--- src/hdl/ddrps_pkg.sv ---
// shared constants for the phy and controller bring-up sequencer
package ddrps_pkg;
    // trigger register bit positions
    localparam int unsigned TRIG_INIT_BIT = 0;
    localparam int unsigned TRIG_ZCAL_BIT = 1;
    localparam int unsigned TRIG_PLL_BIT = 4;
    localparam int unsigned TRIG_DCAL_BIT = 5;
    localparam int unsigned TRIG_PHYRST_BIT = 6;
    localparam int unsigned TRIG_CTLDINIT_BIT = 18;
    // single-write full phy bring-up value
    localparam logic [31:0] TRIG_FULL_PHY_INIT = 32'h0000_0073;
    // function slots in the timer bank
    localparam int unsigned FN_PLL = 0;
    localparam int unsigned FN_ZCAL = 1;
    localparam int unsigned FN_DCAL = 2;
    localparam int unsigned FN_PHYRST = 3;
    localparam int unsigned FN_COUNT = 4;
    // pll timing parts and the other function and memory init lengths, in clock cycles
    localparam int unsigned PLL_PD_CYCLES = 500;
    localparam int unsigned PLL_GS_CYCLES = 2000;
    localparam int unsigned PLL_LOCK_CYCLES = 12500;
    localparam int unsigned PLL_RST_CYCLES = 4500;
    localparam int unsigned PLL_TOTAL_CYCLES = PLL_PD_CYCLES +
        PLL_GS_CYCLES + PLL_LOCK_CYCLES + PLL_RST_CYCLES;
    localparam int unsigned ZCAL_CYCLES = 64;
    localparam int unsigned DCAL_CYCLES = 256;
    localparam int unsigned PHYRST_CYCLES = 32;
    localparam int unsigned MEMINIT_CYCLES = 1024;
    // operating mode status codes
    localparam logic [1:0] MODE_INIT = 2'h0;
    localparam logic [1:0] MODE_NORMAL = 2'h1;
    // controller states
    typedef enum logic [1:0] {
        DDRPS_CTL_IDLE = 2'b00,
        DDRPS_CTL_WAIT_DFI = 2'b01,
        DDRPS_CTL_MEMINIT = 2'b10,
        DDRPS_CTL_NORMAL = 2'b11
    } ddrps_ctl_state_t;
    // number of timing/training configuration words
    localparam int unsigned CFG_WORDS = 4;
    localparam int unsigned CFG_IDX_W = 2;
endpackage
--- src/hdl/ddr_phy_init_sequencer.sv ---
// phy and controller bring-up sequencer with software handshakes
`timescale 1ns/1ps
`default_nettype none
module ddr_phy_init_sequencer #(
    parameter int unsigned CNT_W = 16,
    parameter int unsigned PLL_CYCLES = ddrps_pkg::PLL_TOTAL_CYCLES,
    parameter int unsigned ZCAL_CYCLES = ddrps_pkg::ZCAL_CYCLES,
    parameter int unsigned DCAL_CYCLES = ddrps_pkg::DCAL_CYCLES,
    parameter int unsigned PHYRST_CYCLES = ddrps_pkg::PHYRST_CYCLES,
    parameter int unsigned MEMINIT_CYCLES = ddrps_pkg::MEMINIT_CYCLES
) (
    input wire logic clk,
    input wire logic rst,
    input wire logic trig_wr,
    input wire logic [31:0] phy_init_trigger_reg,
    input wire logic software_done_bit,
    input wire logic init_complete_enable_bit,
    input wire logic cfg_wr,
    input wire logic [ddrps_pkg::CFG_IDX_W-1:0] cfg_idx,
    input wire logic [31:0] cfg_wdata,
    output logic phy_init_done_flag,
    output logic software_done_ack,
    output logic dfi_init_complete,
    output logic [1:0] operating_mode,
    output logic mem_access_ok,
    output logic phy_reset_active,
    output logic [31:0] cfg_rdata
);
    initial begin
        if (CNT_W < 2 || CNT_W > 31) $error("CNT_W out of range");
        if (PLL_CYCLES < 1 || PLL_CYCLES >= (1 << CNT_W))
            $error("PLL_CYCLES does not fit CNT_W");
        if (ZCAL_CYCLES < 1 || ZCAL_CYCLES >= (1 << CNT_W))
            $error("ZCAL_CYCLES does not fit CNT_W");
        if (DCAL_CYCLES < 1 || DCAL_CYCLES >= (1 << CNT_W))
            $error("DCAL_CYCLES does not fit CNT_W");
        if (PHYRST_CYCLES < 1 || PHYRST_CYCLES >= (1 << CNT_W))
            $error("PHYRST_CYCLES does not fit CNT_W");
        if (MEMINIT_CYCLES < 1 || MEMINIT_CYCLES >= (1 << CNT_W))
            $error("MEMINIT_CYCLES does not fit CNT_W");
    end

    // load value for each function slot
    function automatic logic [CNT_W-1:0] fn_load(input int unsigned i);
        int unsigned v;
        case (i)
            ddrps_pkg::FN_PLL: v = PLL_CYCLES;
            ddrps_pkg::FN_ZCAL: v = ZCAL_CYCLES;
            ddrps_pkg::FN_DCAL: v = DCAL_CYCLES;
            default: v = PHYRST_CYCLES;
        endcase
        return v[CNT_W-1:0];
    endfunction

    // a trigger write that carries the init bit
    function automatic logic is_init_write(input logic wr,
                                           input logic [31:0] d);
        return wr && d[ddrps_pkg::TRIG_INIT_BIT];
    endfunction

    logic init_wr;
    logic [ddrps_pkg::FN_COUNT-1:0] fn_start;
    logic [ddrps_pkg::FN_COUNT-1:0] fn_busy;
    logic [ddrps_pkg::FN_COUNT-1:0] fn_done;
    logic dcal_pending;
    logic next_dcal_pending;
    logic init_running;
    logic next_init_running;
    logic next_phy_init_done_flag;
    logic next_dfi_init_complete;
    logic next_phy_reset_active;

    assign init_wr = is_init_write(trig_wr, phy_init_trigger_reg);

    // start pll, impedance and reset at once; delay cal after pll
    always_comb begin
        fn_start = '0;
        fn_start[ddrps_pkg::FN_PLL] = init_wr &&
            phy_init_trigger_reg[ddrps_pkg::TRIG_PLL_BIT];
        fn_start[ddrps_pkg::FN_ZCAL] = init_wr &&
            phy_init_trigger_reg[ddrps_pkg::TRIG_ZCAL_BIT];
        fn_start[ddrps_pkg::FN_PHYRST] = init_wr &&
            phy_init_trigger_reg[ddrps_pkg::TRIG_PHYRST_BIT];
        fn_start[ddrps_pkg::FN_DCAL] = dcal_pending &&
            !fn_busy[ddrps_pkg::FN_PLL];
    end

    // timer bank, one per phy function
    genvar g;
    generate
        for (g = 0; g < ddrps_pkg::FN_COUNT; g++) begin : g_fn
            ddrps_func_timer #(.CNT_W(CNT_W)) u_timer (
                .clk(clk),
                .rst(rst),
                .start(fn_start[g]),
                .load(fn_load(g)),
                .busy(fn_busy[g]),
                .done(fn_done[g])
            );
        end
    endgenerate

    // init-done flag and dfi init complete tracking
    always_comb begin
        next_dcal_pending = dcal_pending;
        next_init_running = init_running;
        next_phy_init_done_flag = phy_init_done_flag;
        next_dfi_init_complete = dfi_init_complete;
        next_phy_reset_active = fn_busy[ddrps_pkg::FN_PHYRST] ||
            fn_start[ddrps_pkg::FN_PHYRST];
        if (fn_start[ddrps_pkg::FN_DCAL]) begin
            next_dcal_pending = 1'b0;
        end
        if (init_wr) begin
            next_init_running = 1'b1;
            next_phy_init_done_flag = 1'b0;
            next_dcal_pending =
                phy_init_trigger_reg[ddrps_pkg::TRIG_DCAL_BIT];
            // handing memory init to the controller completes dfi init
            next_dfi_init_complete =
                phy_init_trigger_reg[ddrps_pkg::TRIG_CTLDINIT_BIT];
        end else if (init_running && fn_busy == '0 && !dcal_pending &&
                     fn_start == '0) begin
            next_init_running = 1'b0;
            next_phy_init_done_flag = 1'b1;
        end
    end

    always_ff @(posedge clk) begin
        if (rst) begin
            dcal_pending <= 1'b0;
            init_running <= 1'b0;
            phy_init_done_flag <= 1'b0;
            dfi_init_complete <= 1'b0;
            phy_reset_active <= 1'b0;
        end else begin
            dcal_pending <= next_dcal_pending;
            init_running <= next_init_running;
            phy_init_done_flag <= next_phy_init_done_flag;
            dfi_init_complete <= next_dfi_init_complete;
            phy_reset_active <= next_phy_reset_active;
        end
    end

    // timing and training words, writable at any time
    logic [31:0] cfg_mem [ddrps_pkg::CFG_WORDS];
    logic [31:0] next_cfg_rdata;

    always_comb begin
        next_cfg_rdata = cfg_mem[cfg_idx];
    end

    always_ff @(posedge clk) begin
        if (rst) begin
            for (int i = 0; i < ddrps_pkg::CFG_WORDS; i++) begin
                cfg_mem[i] <= 32'h0000_0000;
            end
            cfg_rdata <= 32'h0000_0000;
        end else begin
            if (cfg_wr) begin
                cfg_mem[cfg_idx] <= cfg_wdata;
            end
            cfg_rdata <= next_cfg_rdata;
        end
    end

    // controller: software-done handshake and memory init
    ddrps_pkg::ddrps_ctl_state_t state;
    ddrps_pkg::ddrps_ctl_state_t next_state;
    logic en_latched;
    logic next_en_latched;
    logic next_software_done_ack;
    logic [CNT_W-1:0] mcnt;
    logic [CNT_W-1:0] next_mcnt;
    logic [1:0] next_operating_mode;
    logic next_mem_access_ok;
    logic ack_rise;

    assign ack_rise = software_done_bit && !software_done_ack;

    always_comb begin
        next_state = state;
        next_mcnt = mcnt;
        next_en_latched = en_latched;
        next_software_done_ack = software_done_bit;
        // quasi-static setting only taken while software-done is low
        if (!software_done_bit) begin
            next_en_latched = init_complete_enable_bit;
        end
        case (state)
            ddrps_pkg::DDRPS_CTL_IDLE: begin
                if (ack_rise) begin
                    next_state = ddrps_pkg::DDRPS_CTL_WAIT_DFI;
                end
            end
            ddrps_pkg::DDRPS_CTL_WAIT_DFI: begin
                if (!en_latched || dfi_init_complete) begin
                    next_state = ddrps_pkg::DDRPS_CTL_MEMINIT;
                    next_mcnt = MEMINIT_CYCLES[CNT_W-1:0];
                end
            end
            ddrps_pkg::DDRPS_CTL_MEMINIT: begin
                if (mcnt <= {{(CNT_W-1){1'b0}}, 1'b1}) begin
                    next_state = ddrps_pkg::DDRPS_CTL_NORMAL;
                    next_mcnt = '0;
                end else begin
                    next_mcnt = mcnt - {{(CNT_W-1){1'b0}}, 1'b1};
                end
            end
            ddrps_pkg::DDRPS_CTL_NORMAL: begin
                next_state = ddrps_pkg::DDRPS_CTL_NORMAL;
            end
            default: begin
                next_state = ddrps_pkg::DDRPS_CTL_IDLE;
            end
        endcase
        next_operating_mode = (next_state == ddrps_pkg::DDRPS_CTL_NORMAL) ?
            ddrps_pkg::MODE_NORMAL : ddrps_pkg::MODE_INIT;
        // access only once dfi and memory init are both done
        next_mem_access_ok = (next_state == ddrps_pkg::DDRPS_CTL_NORMAL) &&
            dfi_init_complete;
    end

    always_ff @(posedge clk) begin
        if (rst) begin
            state <= ddrps_pkg::DDRPS_CTL_IDLE;
            mcnt <= '0;
            en_latched <= 1'b0;
            software_done_ack <= 1'b0;
            operating_mode <= ddrps_pkg::MODE_INIT;
            mem_access_ok <= 1'b0;
        end else begin
            state <= next_state;
            mcnt <= next_mcnt;
            en_latched <= next_en_latched;
            software_done_ack <= next_software_done_ack;
            operating_mode <= next_operating_mode;
            mem_access_ok <= next_mem_access_ok;
        end
    end

    // checks
    property p_trig_clears_done;
        @(posedge clk) disable iff (rst) init_wr |=> !phy_init_done_flag;
    endproperty
    a_trig_clears_done: assert property (p_trig_clears_done)
        else $error("done flag not cleared by trigger");

    property p_done_idle;
        @(posedge clk) disable iff (rst)
            $rose(phy_init_done_flag) |-> fn_busy == '0 && !dcal_pending;
    endproperty
    a_done_idle: assert property (p_done_idle)
        else $error("done flag set while a function runs");

    property p_dcal_after_pll;
        @(posedge clk) disable iff (rst)
            fn_busy[ddrps_pkg::FN_DCAL] |-> !fn_busy[ddrps_pkg::FN_PLL];
    endproperty
    a_dcal_after_pll: assert property (p_dcal_after_pll)
        else $error("delay cal overlaps pll init");

    property p_full_trigger;
        @(posedge clk) disable iff (rst)
            trig_wr && phy_init_trigger_reg == ddrps_pkg::TRIG_FULL_PHY_INIT
            |=> fn_busy[ddrps_pkg::FN_PLL] && fn_busy[ddrps_pkg::FN_ZCAL]
                && phy_reset_active && dcal_pending;
    endproperty
    a_full_trigger: assert property (p_full_trigger)
        else $error("full trigger did not start all functions");

    property p_ack_follows;
        @(posedge clk) disable iff (rst)
            software_done_bit |=> software_done_ack;
    endproperty
    a_ack_follows: assert property (p_ack_follows)
        else $error("software-done acknowledge missing");

    property p_wait_dfi;
        @(posedge clk) disable iff (rst)
            state == ddrps_pkg::DDRPS_CTL_WAIT_DFI && en_latched &&
            !dfi_init_complete |=> state == ddrps_pkg::DDRPS_CTL_WAIT_DFI;
    endproperty
    a_wait_dfi: assert property (p_wait_dfi)
        else $error("memory init started before dfi init complete");

    property p_access_gated;
        @(posedge clk) disable iff (rst)
            mem_access_ok |-> operating_mode == ddrps_pkg::MODE_NORMAL &&
            $past(dfi_init_complete);
    endproperty
    a_access_gated: assert property (p_access_gated)
        else $error("memory access allowed before init");

    property p_normal_report;
        @(posedge clk) disable iff (rst)
            state == ddrps_pkg::DDRPS_CTL_MEMINIT &&
            mcnt == {{(CNT_W-1){1'b0}}, 1'b1}
            |=> operating_mode == ddrps_pkg::MODE_NORMAL;
    endproperty
    a_normal_report: assert property (p_normal_report)
        else $error("normal mode not reported after memory init");

    property p_cfg_accept;
        @(posedge clk) disable iff (rst)
            cfg_wr ##1 !cfg_wr && cfg_idx == $past(cfg_idx)
            |=> cfg_rdata == $past(cfg_wdata, 2);
    endproperty
    a_cfg_accept: assert property (p_cfg_accept)
        else $error("configuration write not kept");

    c_full_init: cover property (@(posedge clk) disable iff (rst)
        $rose(phy_init_done_flag));
    c_ack: cover property (@(posedge clk) disable iff (rst)
        $rose(software_done_ack));
    c_normal: cover property (@(posedge clk) disable iff (rst)
        $rose(mem_access_ok));
endmodule
`default_nettype wire

--- src/hdl/ddrps_func_timer.sv ---
// one phy bring-up function modelled as a load-and-count-down timer
`timescale 1ns/1ps
`default_nettype none
module ddrps_func_timer #(
    parameter int unsigned CNT_W = 16
) (
    input wire logic clk,
    input wire logic rst,
    input wire logic start,
    input wire logic [CNT_W-1:0] load,
    output logic busy,
    output logic done
);
    logic [CNT_W-1:0] cnt;
    logic [CNT_W-1:0] next_cnt;
    logic next_busy;
    logic next_done;

    // count down from load, pulse done as busy drops after the last count
    always_comb begin
        next_cnt = cnt;
        next_busy = busy;
        next_done = 1'b0;
        if (start) begin
            next_cnt = load;
            next_busy = 1'b1;
        end else if (busy) begin
            if (cnt <= {{(CNT_W-1){1'b0}}, 1'b1}) begin
                next_busy = 1'b0;
                next_done = 1'b1;
                next_cnt = '0;
            end else begin
                next_cnt = cnt - {{(CNT_W-1){1'b0}}, 1'b1};
            end
        end
    end

    always_ff @(posedge clk) begin
        if (rst) begin
            cnt <= '0;
            busy <= 1'b0;
            done <= 1'b0;
        end else begin
            cnt <= next_cnt;
            busy <= next_busy;
            done <= next_done;
        end
    end
endmodule
`default_nettype wire

--- config.mk ---
export PLATFORM = sky130hd
export DESIGN_NAME = ddr_phy_init_sequencer
export DESIGN_NICKNAME = d
export VERILOG_FILES = /design/src/hdl/ddrps_pkg.sv /design/src/hdl/ddr_phy_init_sequencer.sv /design/src/hdl/ddrps_func_timer.sv
export SDC_FILE = /design/constraint.sdc
export NUM_CORES = 1
export LEC_CHECK = 0
export ABC_AREA = 1
export ABC_CLOCK_PERIOD_IN_PS = 5150
export BUFFER_PORTS_ARGS = -buffer_cell sky130_fd_sc_hd__buf_4
export CAP_MARGIN = 10
export CORE_UTILIZATION = 45
export DETAILED_ROUTE_END_ITERATION = 12
export PLACE_DENSITY = 0.72
export SYNTH_ARGS = -nofsm -noshare
export SYNTH_HDL_FRONTEND = slang
export SYNTH_SLANG_ARGS = --single-unit
--- constraint.sdc ---
create_clock -name clk -period 5.15 [get_ports clk]
set_input_delay 0.7725 -clock clk [delete_from_list [all_inputs] [get_ports clk]]
set_output_delay 0.7725 -clock clk [all_outputs]
set_load 0.01 [all_outputs]
Word-level counts from Yosys, hierarchy flattened
Memories as Yosys holds them, arrays and structs flattened. A register that Yosys moved wholly into a read port is not among the register bits. Cells that the tools add are included.

Register bits: 96. RAM bits: 128. Word-level logic and storage cells: 116. Memories kept: 1.

Memory list: cfg_mem (words 4, bits a word 32, read ports 1, clocked after Yosys merged registers in 1, wr ports 4, line ddr_phy_init_sequencer.sv:146) `logic [31:0] cfg_mem [ddrps_pkg::CFG_WORDS];`.

Add/sub/neg operators: 5. $lt $le $gt $ge: 5. Equal/unequal tests: 5. Mux-type cells: 44. Reduce and logical (&&, ||, !) cells: 33.

Operator list (count): 16-bit two-way mux (6); 16-bit by 1-bit <= comparator with 1-bit output (second input constant) (5); 16-bit by 1-bit subtractor with 16-bit output (second input constant) (5); 32-bit two-way mux (1); 16-bit one-hot mux with 2 select lines (1); 32-bit OR reduction (1); 15-bit two-way mux (2); 1-bit two-way mux (23); 9-bit two-way mux (2); 7-bit two-way mux (2); 2-bit nonzero test (7); 6-bit two-way mux (2); 1-bit logical AND (10); 2-bit OR reduction (5); 4-bit zero test (2); 2-bit two-way mux (4); 2-bit one-hot mux with 4 select lines (1); 2-bit == test (second input constant) (3); 1-bit zero test (4); 2-bit by 1-bit == test with 1-bit output (second input constant) (1); 2-bit zero test (1); 1-bit logical OR (2); 2-bit inequality test (second input constant) (1); 2-bit AND reduction (1).

Longest topological paths before layout
Word-level depth: 6. Depth in mapped cells: 10. Mapped depth without buffers: 10.

Modules after synthesis
A second synthesis with hierarchy kept.

Cells, all modules: 1458. Area total of the unflattened synthesis: 12284.3 um^2.

Modules (own cells, without submodules): ddr_phy_init_sequencer (instances 1, cells an instance 770, area an instance 7659.8 um^2, seq. area each 5024.8 um^2); ddrps_func_timer (instances 4, cells an instance 172, area an instance 1156.1 um^2, seq. area each 360.3 um^2).

Worst setup path before layout
No wires, ideal clock.

Path kind: input to register. Start point: in rst. End point: mem cfg_mem[0][0] (enable). Setup time: 0.389 ns. Arrival time: 2.114 ns. Slack: 2.647 ns. Stages: 6. Path buffers: 1. Cells stage by stage: inv_2 > nand2_1 > nor2_1 > nand2_1 > buf_2 > nand2_1.

RTL lines: start: declaration (line ddr_phy_init_sequencer.sv:13) `input wire logic rst,`; end: declaration (line ddr_phy_init_sequencer.sv:146).

==> metrics.txt <==
# TYPE chip_impl_metric gauge
chip_impl_metric{name="leakage",unit="nW"} 5.376
chip_impl_metric{name="postcts_setup_bufs",unit=""} 0
chip_impl_info{name="top_cells_by_area_in_the_synthesized_netlist",value="edfxtp_1 (34%), dfxtp_1 (23%), nor2_1 (13%), nand2_1 (4.9%), inv_1 (4.1%)"} 1
chip_impl_metric{name="via_per_inst",unit=""} 5.095
chip_impl_metric{name="routabilityCongestion",unit=""} 0.8857
chip_impl_metric{name="skew_pair_late_insertion_delay",unit="ns"} 0.55
chip_impl_metric{name="final-hold-violation-count",unit=""} 0
chip_impl_metric{name="p_int",unit="mW"} 3.752
chip_impl_metric{name="start_util",unit="%"} 45.88
chip_impl_metric{name="setup-tns-final",unit="ns"} 0
chip_impl_info{name="type_of_origin_of_the_critical_path",value="input port"} 1
chip_impl_metric{name="dpl.hpwl",unit="µm"} 14530
chip_impl_metric{name="cts_hold_buffers",unit=""} 0
chip_impl_metric{name="drt_iter0_drc",unit=""} 702
chip_impl_metric{name="cap_viol_max_count",unit=""} 0
chip_impl_info{name="end_kind",value="flip-flop"} 1
chip_impl_info{name="hold_path_class",value="input port to flip-flop"} 1
chip_impl_metric{name="cts.path.max_buffers",unit=""} 3
chip_impl_metric{name="drive_gt1_share",unit="%"} 13.07
chip_impl_metric{name="synth_fp_nets",unit=""} 1383
chip_impl_metric{name="layout_worst_path_cycle_share",unit="%"} 46.86
chip_impl_info{name="clock-root-buffer",value="clkbuf_16"} 1
chip_impl_metric{name="global_route.usage.total",unit="%"} 19.18
chip_impl_metric{name="synth.cell_area",unit="mm²"} 0.01116
chip_impl_metric{name="core_region_area",unit="mm²"} 0.02432
chip_impl_metric{name="vertical_die_dimension",unit="µm"} 159.5
chip_impl_metric{name="antenna_found_initial",unit=""} 0
chip_impl_metric{name="syn_avg_cell_area",unit="µm²"} 8.577
chip_impl_metric{name="ys_seq_elements",unit=""} 255
chip_impl_metric{name="global_route_wire_length_before_repair",unit="µm"} 40370
chip_impl_metric{name="synth_cells",unit=""} 1301
chip_impl_metric{name="placement_rows",unit=""} 57
chip_impl_metric{name="max_freq",unit="MHz"} 414.4
chip_impl_metric{name="final.hold.worst_slack",unit="ns"} 0.4242
chip_impl_metric{name="post_synth_fa_ha_maj_area_fraction",unit="%"} 1.121
chip_impl_info{name="critical_path.most_common_cell",value="buf_4"} 1
chip_impl_metric{name="pwr-share-seq",unit="%"} 44.8
chip_impl_metric{name="dieArea",unit="mm²"} 0.02543
chip_impl_metric{name="max-slew-margin-rel",unit="%"} 26.34
chip_impl_metric{name="yosysWarnings",unit=""} 0
chip_impl_metric{name="synth_top_area_share",unit="%"} 34.45
chip_impl_info{name="rsz0062_at_grt",value="no"} 1
chip_impl_metric{name="number_of_global_route_vias_before_repair",unit=""} 8409
chip_impl_metric{name="portBuffers",unit=""} 83
chip_impl_metric{name="antenna-diode-count",unit=""} 0
chip_impl_metric{name="synth_edf_count",unit=""} 128
chip_impl_metric{name="finalWorstPathRequiredPeriod",unit="ns"} 2.413
chip_impl_metric{name="ant_nets",unit=""} 0
chip_impl_info{name="postSynth.topFlopCell",value="edfxtp_1"} 1
chip_impl_metric{name="combPwrFrac",unit="%"} 21.1
chip_impl_metric{name="async_flop_share",unit="%"} 0
chip_impl_metric{name="slew_viol_final",unit=""} 0
chip_impl_info{name="synthTopCellsByCount",value="nor2_1 (374), nand2_1 (146), edfxtp_1 (128)"} 1
chip_impl_metric{name="h-tree-depth",unit=""} 1
chip_impl_metric{name="synthesized_area_fraction_occupied_by_xor_and_xnor_cells",unit="%"} 2.355
chip_impl_metric{name="drc_errors",unit=""} 0
chip_impl_metric{name="path_max_fanout",unit=""} 40
chip_impl_info{name="status",value="complete, no violations"} 1
chip_impl_info{name="synth_top_cell_by_area",value="edfxtp_1"} 1
chip_impl_metric{name="nNetsFinal",unit=""} 1462
chip_impl_metric{name="pin_count",unit=""} 111
chip_impl_metric{name="critical_path_arrival",unit="ns"} 2.62
chip_impl_info{name="main_combinational_cell_family_by_area_after_synthesis",value="simple AND/OR/NAND/NOR gates"} 1
chip_impl_metric{name="post_cts_resized",unit=""} 0
chip_impl_info{name="cts_tree",value="built"} 1
chip_impl_metric{name="worst-slew-pin-transition",unit="ns"} 1.105
chip_impl_metric{name="clkPwrFrac",unit="%"} 34.1
chip_impl_metric{name="timing.critical_path.required",unit="ns"} 5.36
chip_impl_metric{name="critical_path.max_stage_delay",unit="ns"} 0.51
chip_impl_metric{name="power_switching",unit="mW"} 1.638
chip_impl_metric{name="synth-compound-area-share",unit="%"} 8.174
chip_impl_metric{name="vdd_drop_max",unit="µV"} 285.3
chip_impl_metric{name="dr.pass1.iters",unit=""} 6
chip_impl_metric{name="setup_viol",unit=""} 0
chip_impl_metric{name="die_w",unit="µm"} 159.5
chip_impl_metric{name="drt-wirelength-per-cell",unit="µm"} 13.96
chip_impl_metric{name="post_synth_num_cell_types",unit=""} 40
chip_impl_info{name="slowest_stage",value="nand2_1"} 1
chip_impl_info{name="path_cells",value="buf_4, nor2_1, buf_4, nand3_1, nand2_1, buf_4"} 1
chip_impl_metric{name="global_route.overflow_total",unit=""} 0
chip_impl_metric{name="path_clk_slew",unit="ns"} 0.06
chip_impl_metric{name="via_count",unit=""} 8783
chip_impl_metric{name="yosys-mux-area-fraction",unit="%"} 0
chip_impl_metric{name="power_per_cell_area",unit="mW/mm²"} 417.7
chip_impl_info{name="critical_path_class",value="input port to flip-flop"} 1
chip_impl_metric{name="numCtsBuffers",unit=""} 27
chip_impl_metric{name="grt_max_degree",unit=""} 69
chip_impl_metric{name="areaGrowthSynthToFinish",unit="%"} 15.64
chip_impl_metric{name="clkSinkCount",unit=""} 255
chip_impl_metric{name="synth-seq-area-share",unit="%"} 57.23
chip_impl_metric{name="totalWireLength",unit="µm"} 24070
chip_impl_metric{name="switching_share",unit="%"} 30.39
chip_impl_metric{name="finalClockSkew",unit="ns"} 0.007447
chip_impl_metric{name="synth-simple-area-share",unit="%"} 24.80
chip_impl_info{name="post-synth-top-count-cell",value="nor2_1"} 1
==> worst max-delay path: cells and delay by family <==
| family | cells | cell delay [ns] |
|---|---|---|
| buffers and inverters | 3 | 1.02 |
| and+or+nand+nor | 3 | 0.80 |
==> per-stage QoR <==
step                      util, %  cell area (µm²)  power [mW]  instances  setup WS, ns
after floorplan                 -            11160       3.290       1301         2.647
after global placement      49.63            12070       3.552       1675         2.203
after detailed placement    49.63            12070       3.577       1675         2.145
after CTS                   53.06            12900       5.415       1724         2.716
after global routing        53.06            12900       5.670       1724         2.603
final                       53.06            12900       5.390       1724         2.737
==> cell families after synthesis <==
group / Yosys count
buffers and inverters: 179
and+or+nand+nor: 653
adders and majority gates: 10
DFF: 255
AOI/OAI and AO/OA: 173
other: 1
xor gates and xnor gates: 30
==> layout make-up <==
type / instances / area, µm²
timing repair buffer: 92 / 690.7
clock inverter: 7 / 51.30
multi-input combinational: 867 / 4074
sequential: 255 / 6386
fill: 2232 / 11420
inverter: 137 / 514.2
clock buffer: 42 / 782.0
tap: 324 / 405.4
==> cells in the final DEF (no fill, tap or decap), types with 5 or more instances in the layout <==
master / instances
nor2_1: 373
nand2_1: 146
edfxtp_1: 128
dfxtp_1: 127
inv_1: 123
buf_4: 92
o21ai_0: 90
nand3_1: 56
a21oi_1: 51
clkbuf_16: 27
xor2_1: 25
o22ai_1: 23
nor3_1: 19
nor2_2: 17
inv_2: 14
nand4_1: 13
ha_1: 10
clkbuf_1: 10
nand2_2: 7
xnor2_1: 5
clkbuf_8: 5
==> registers in the layout, summed over array words and instances (netlist names) <==
name,flops
cfg_mem,128
g_fn.u_timer.cnt,64
cfg_rdata,32
mcnt,16
g_fn.u_timer.busy,4
state,2
dcal_pending,1
dfi_init_complete,1
en_latched,1
init_running,1
mem_access_ok,1
operating_mode,1
phy_init_done_flag,1
phy_reset_active,1
software_done_ack,1
==> worst paths after layout <==
path / startpoint / end / slack [ns] / cells past startpoint
setup / recovery: rst / cfg_mem[1][5] / 2.74 / 6
hold / removal: software_done_bit / en_latched / 0.42 / 2
setup reg to reg: g_fn[2].u_timer.cnt[0] / g_fn[2].u_timer.cnt[14] / 3.29 / 9
hold reg to reg: en_latched / en_latched / 0.46 / 2
==> metal layers <==
layer | GRT usage, % | wire, µm
met1 | 23.42 | 10280
met2 | 34.10 | 11650
met3 | 3.569 | 1456
met4 | 5.988 | 679
met5 | 0 | 0
==> power by group through the flow <==
stage | clock (mW) | combinational (mW) | sequential, mW
floorplan | 0 | 0.846 | 2.44
global placement | 0 | 1.10 | 2.45
detailed placement | 0 | 1.12 | 2.46
CTS | 1.87 | 1.13 | 2.42
global route | 1.95 | 1.28 | 2.44
finish | 1.84 | 1.14 | 2.42
No activity file was read; power rests on OpenSTA's default activity.
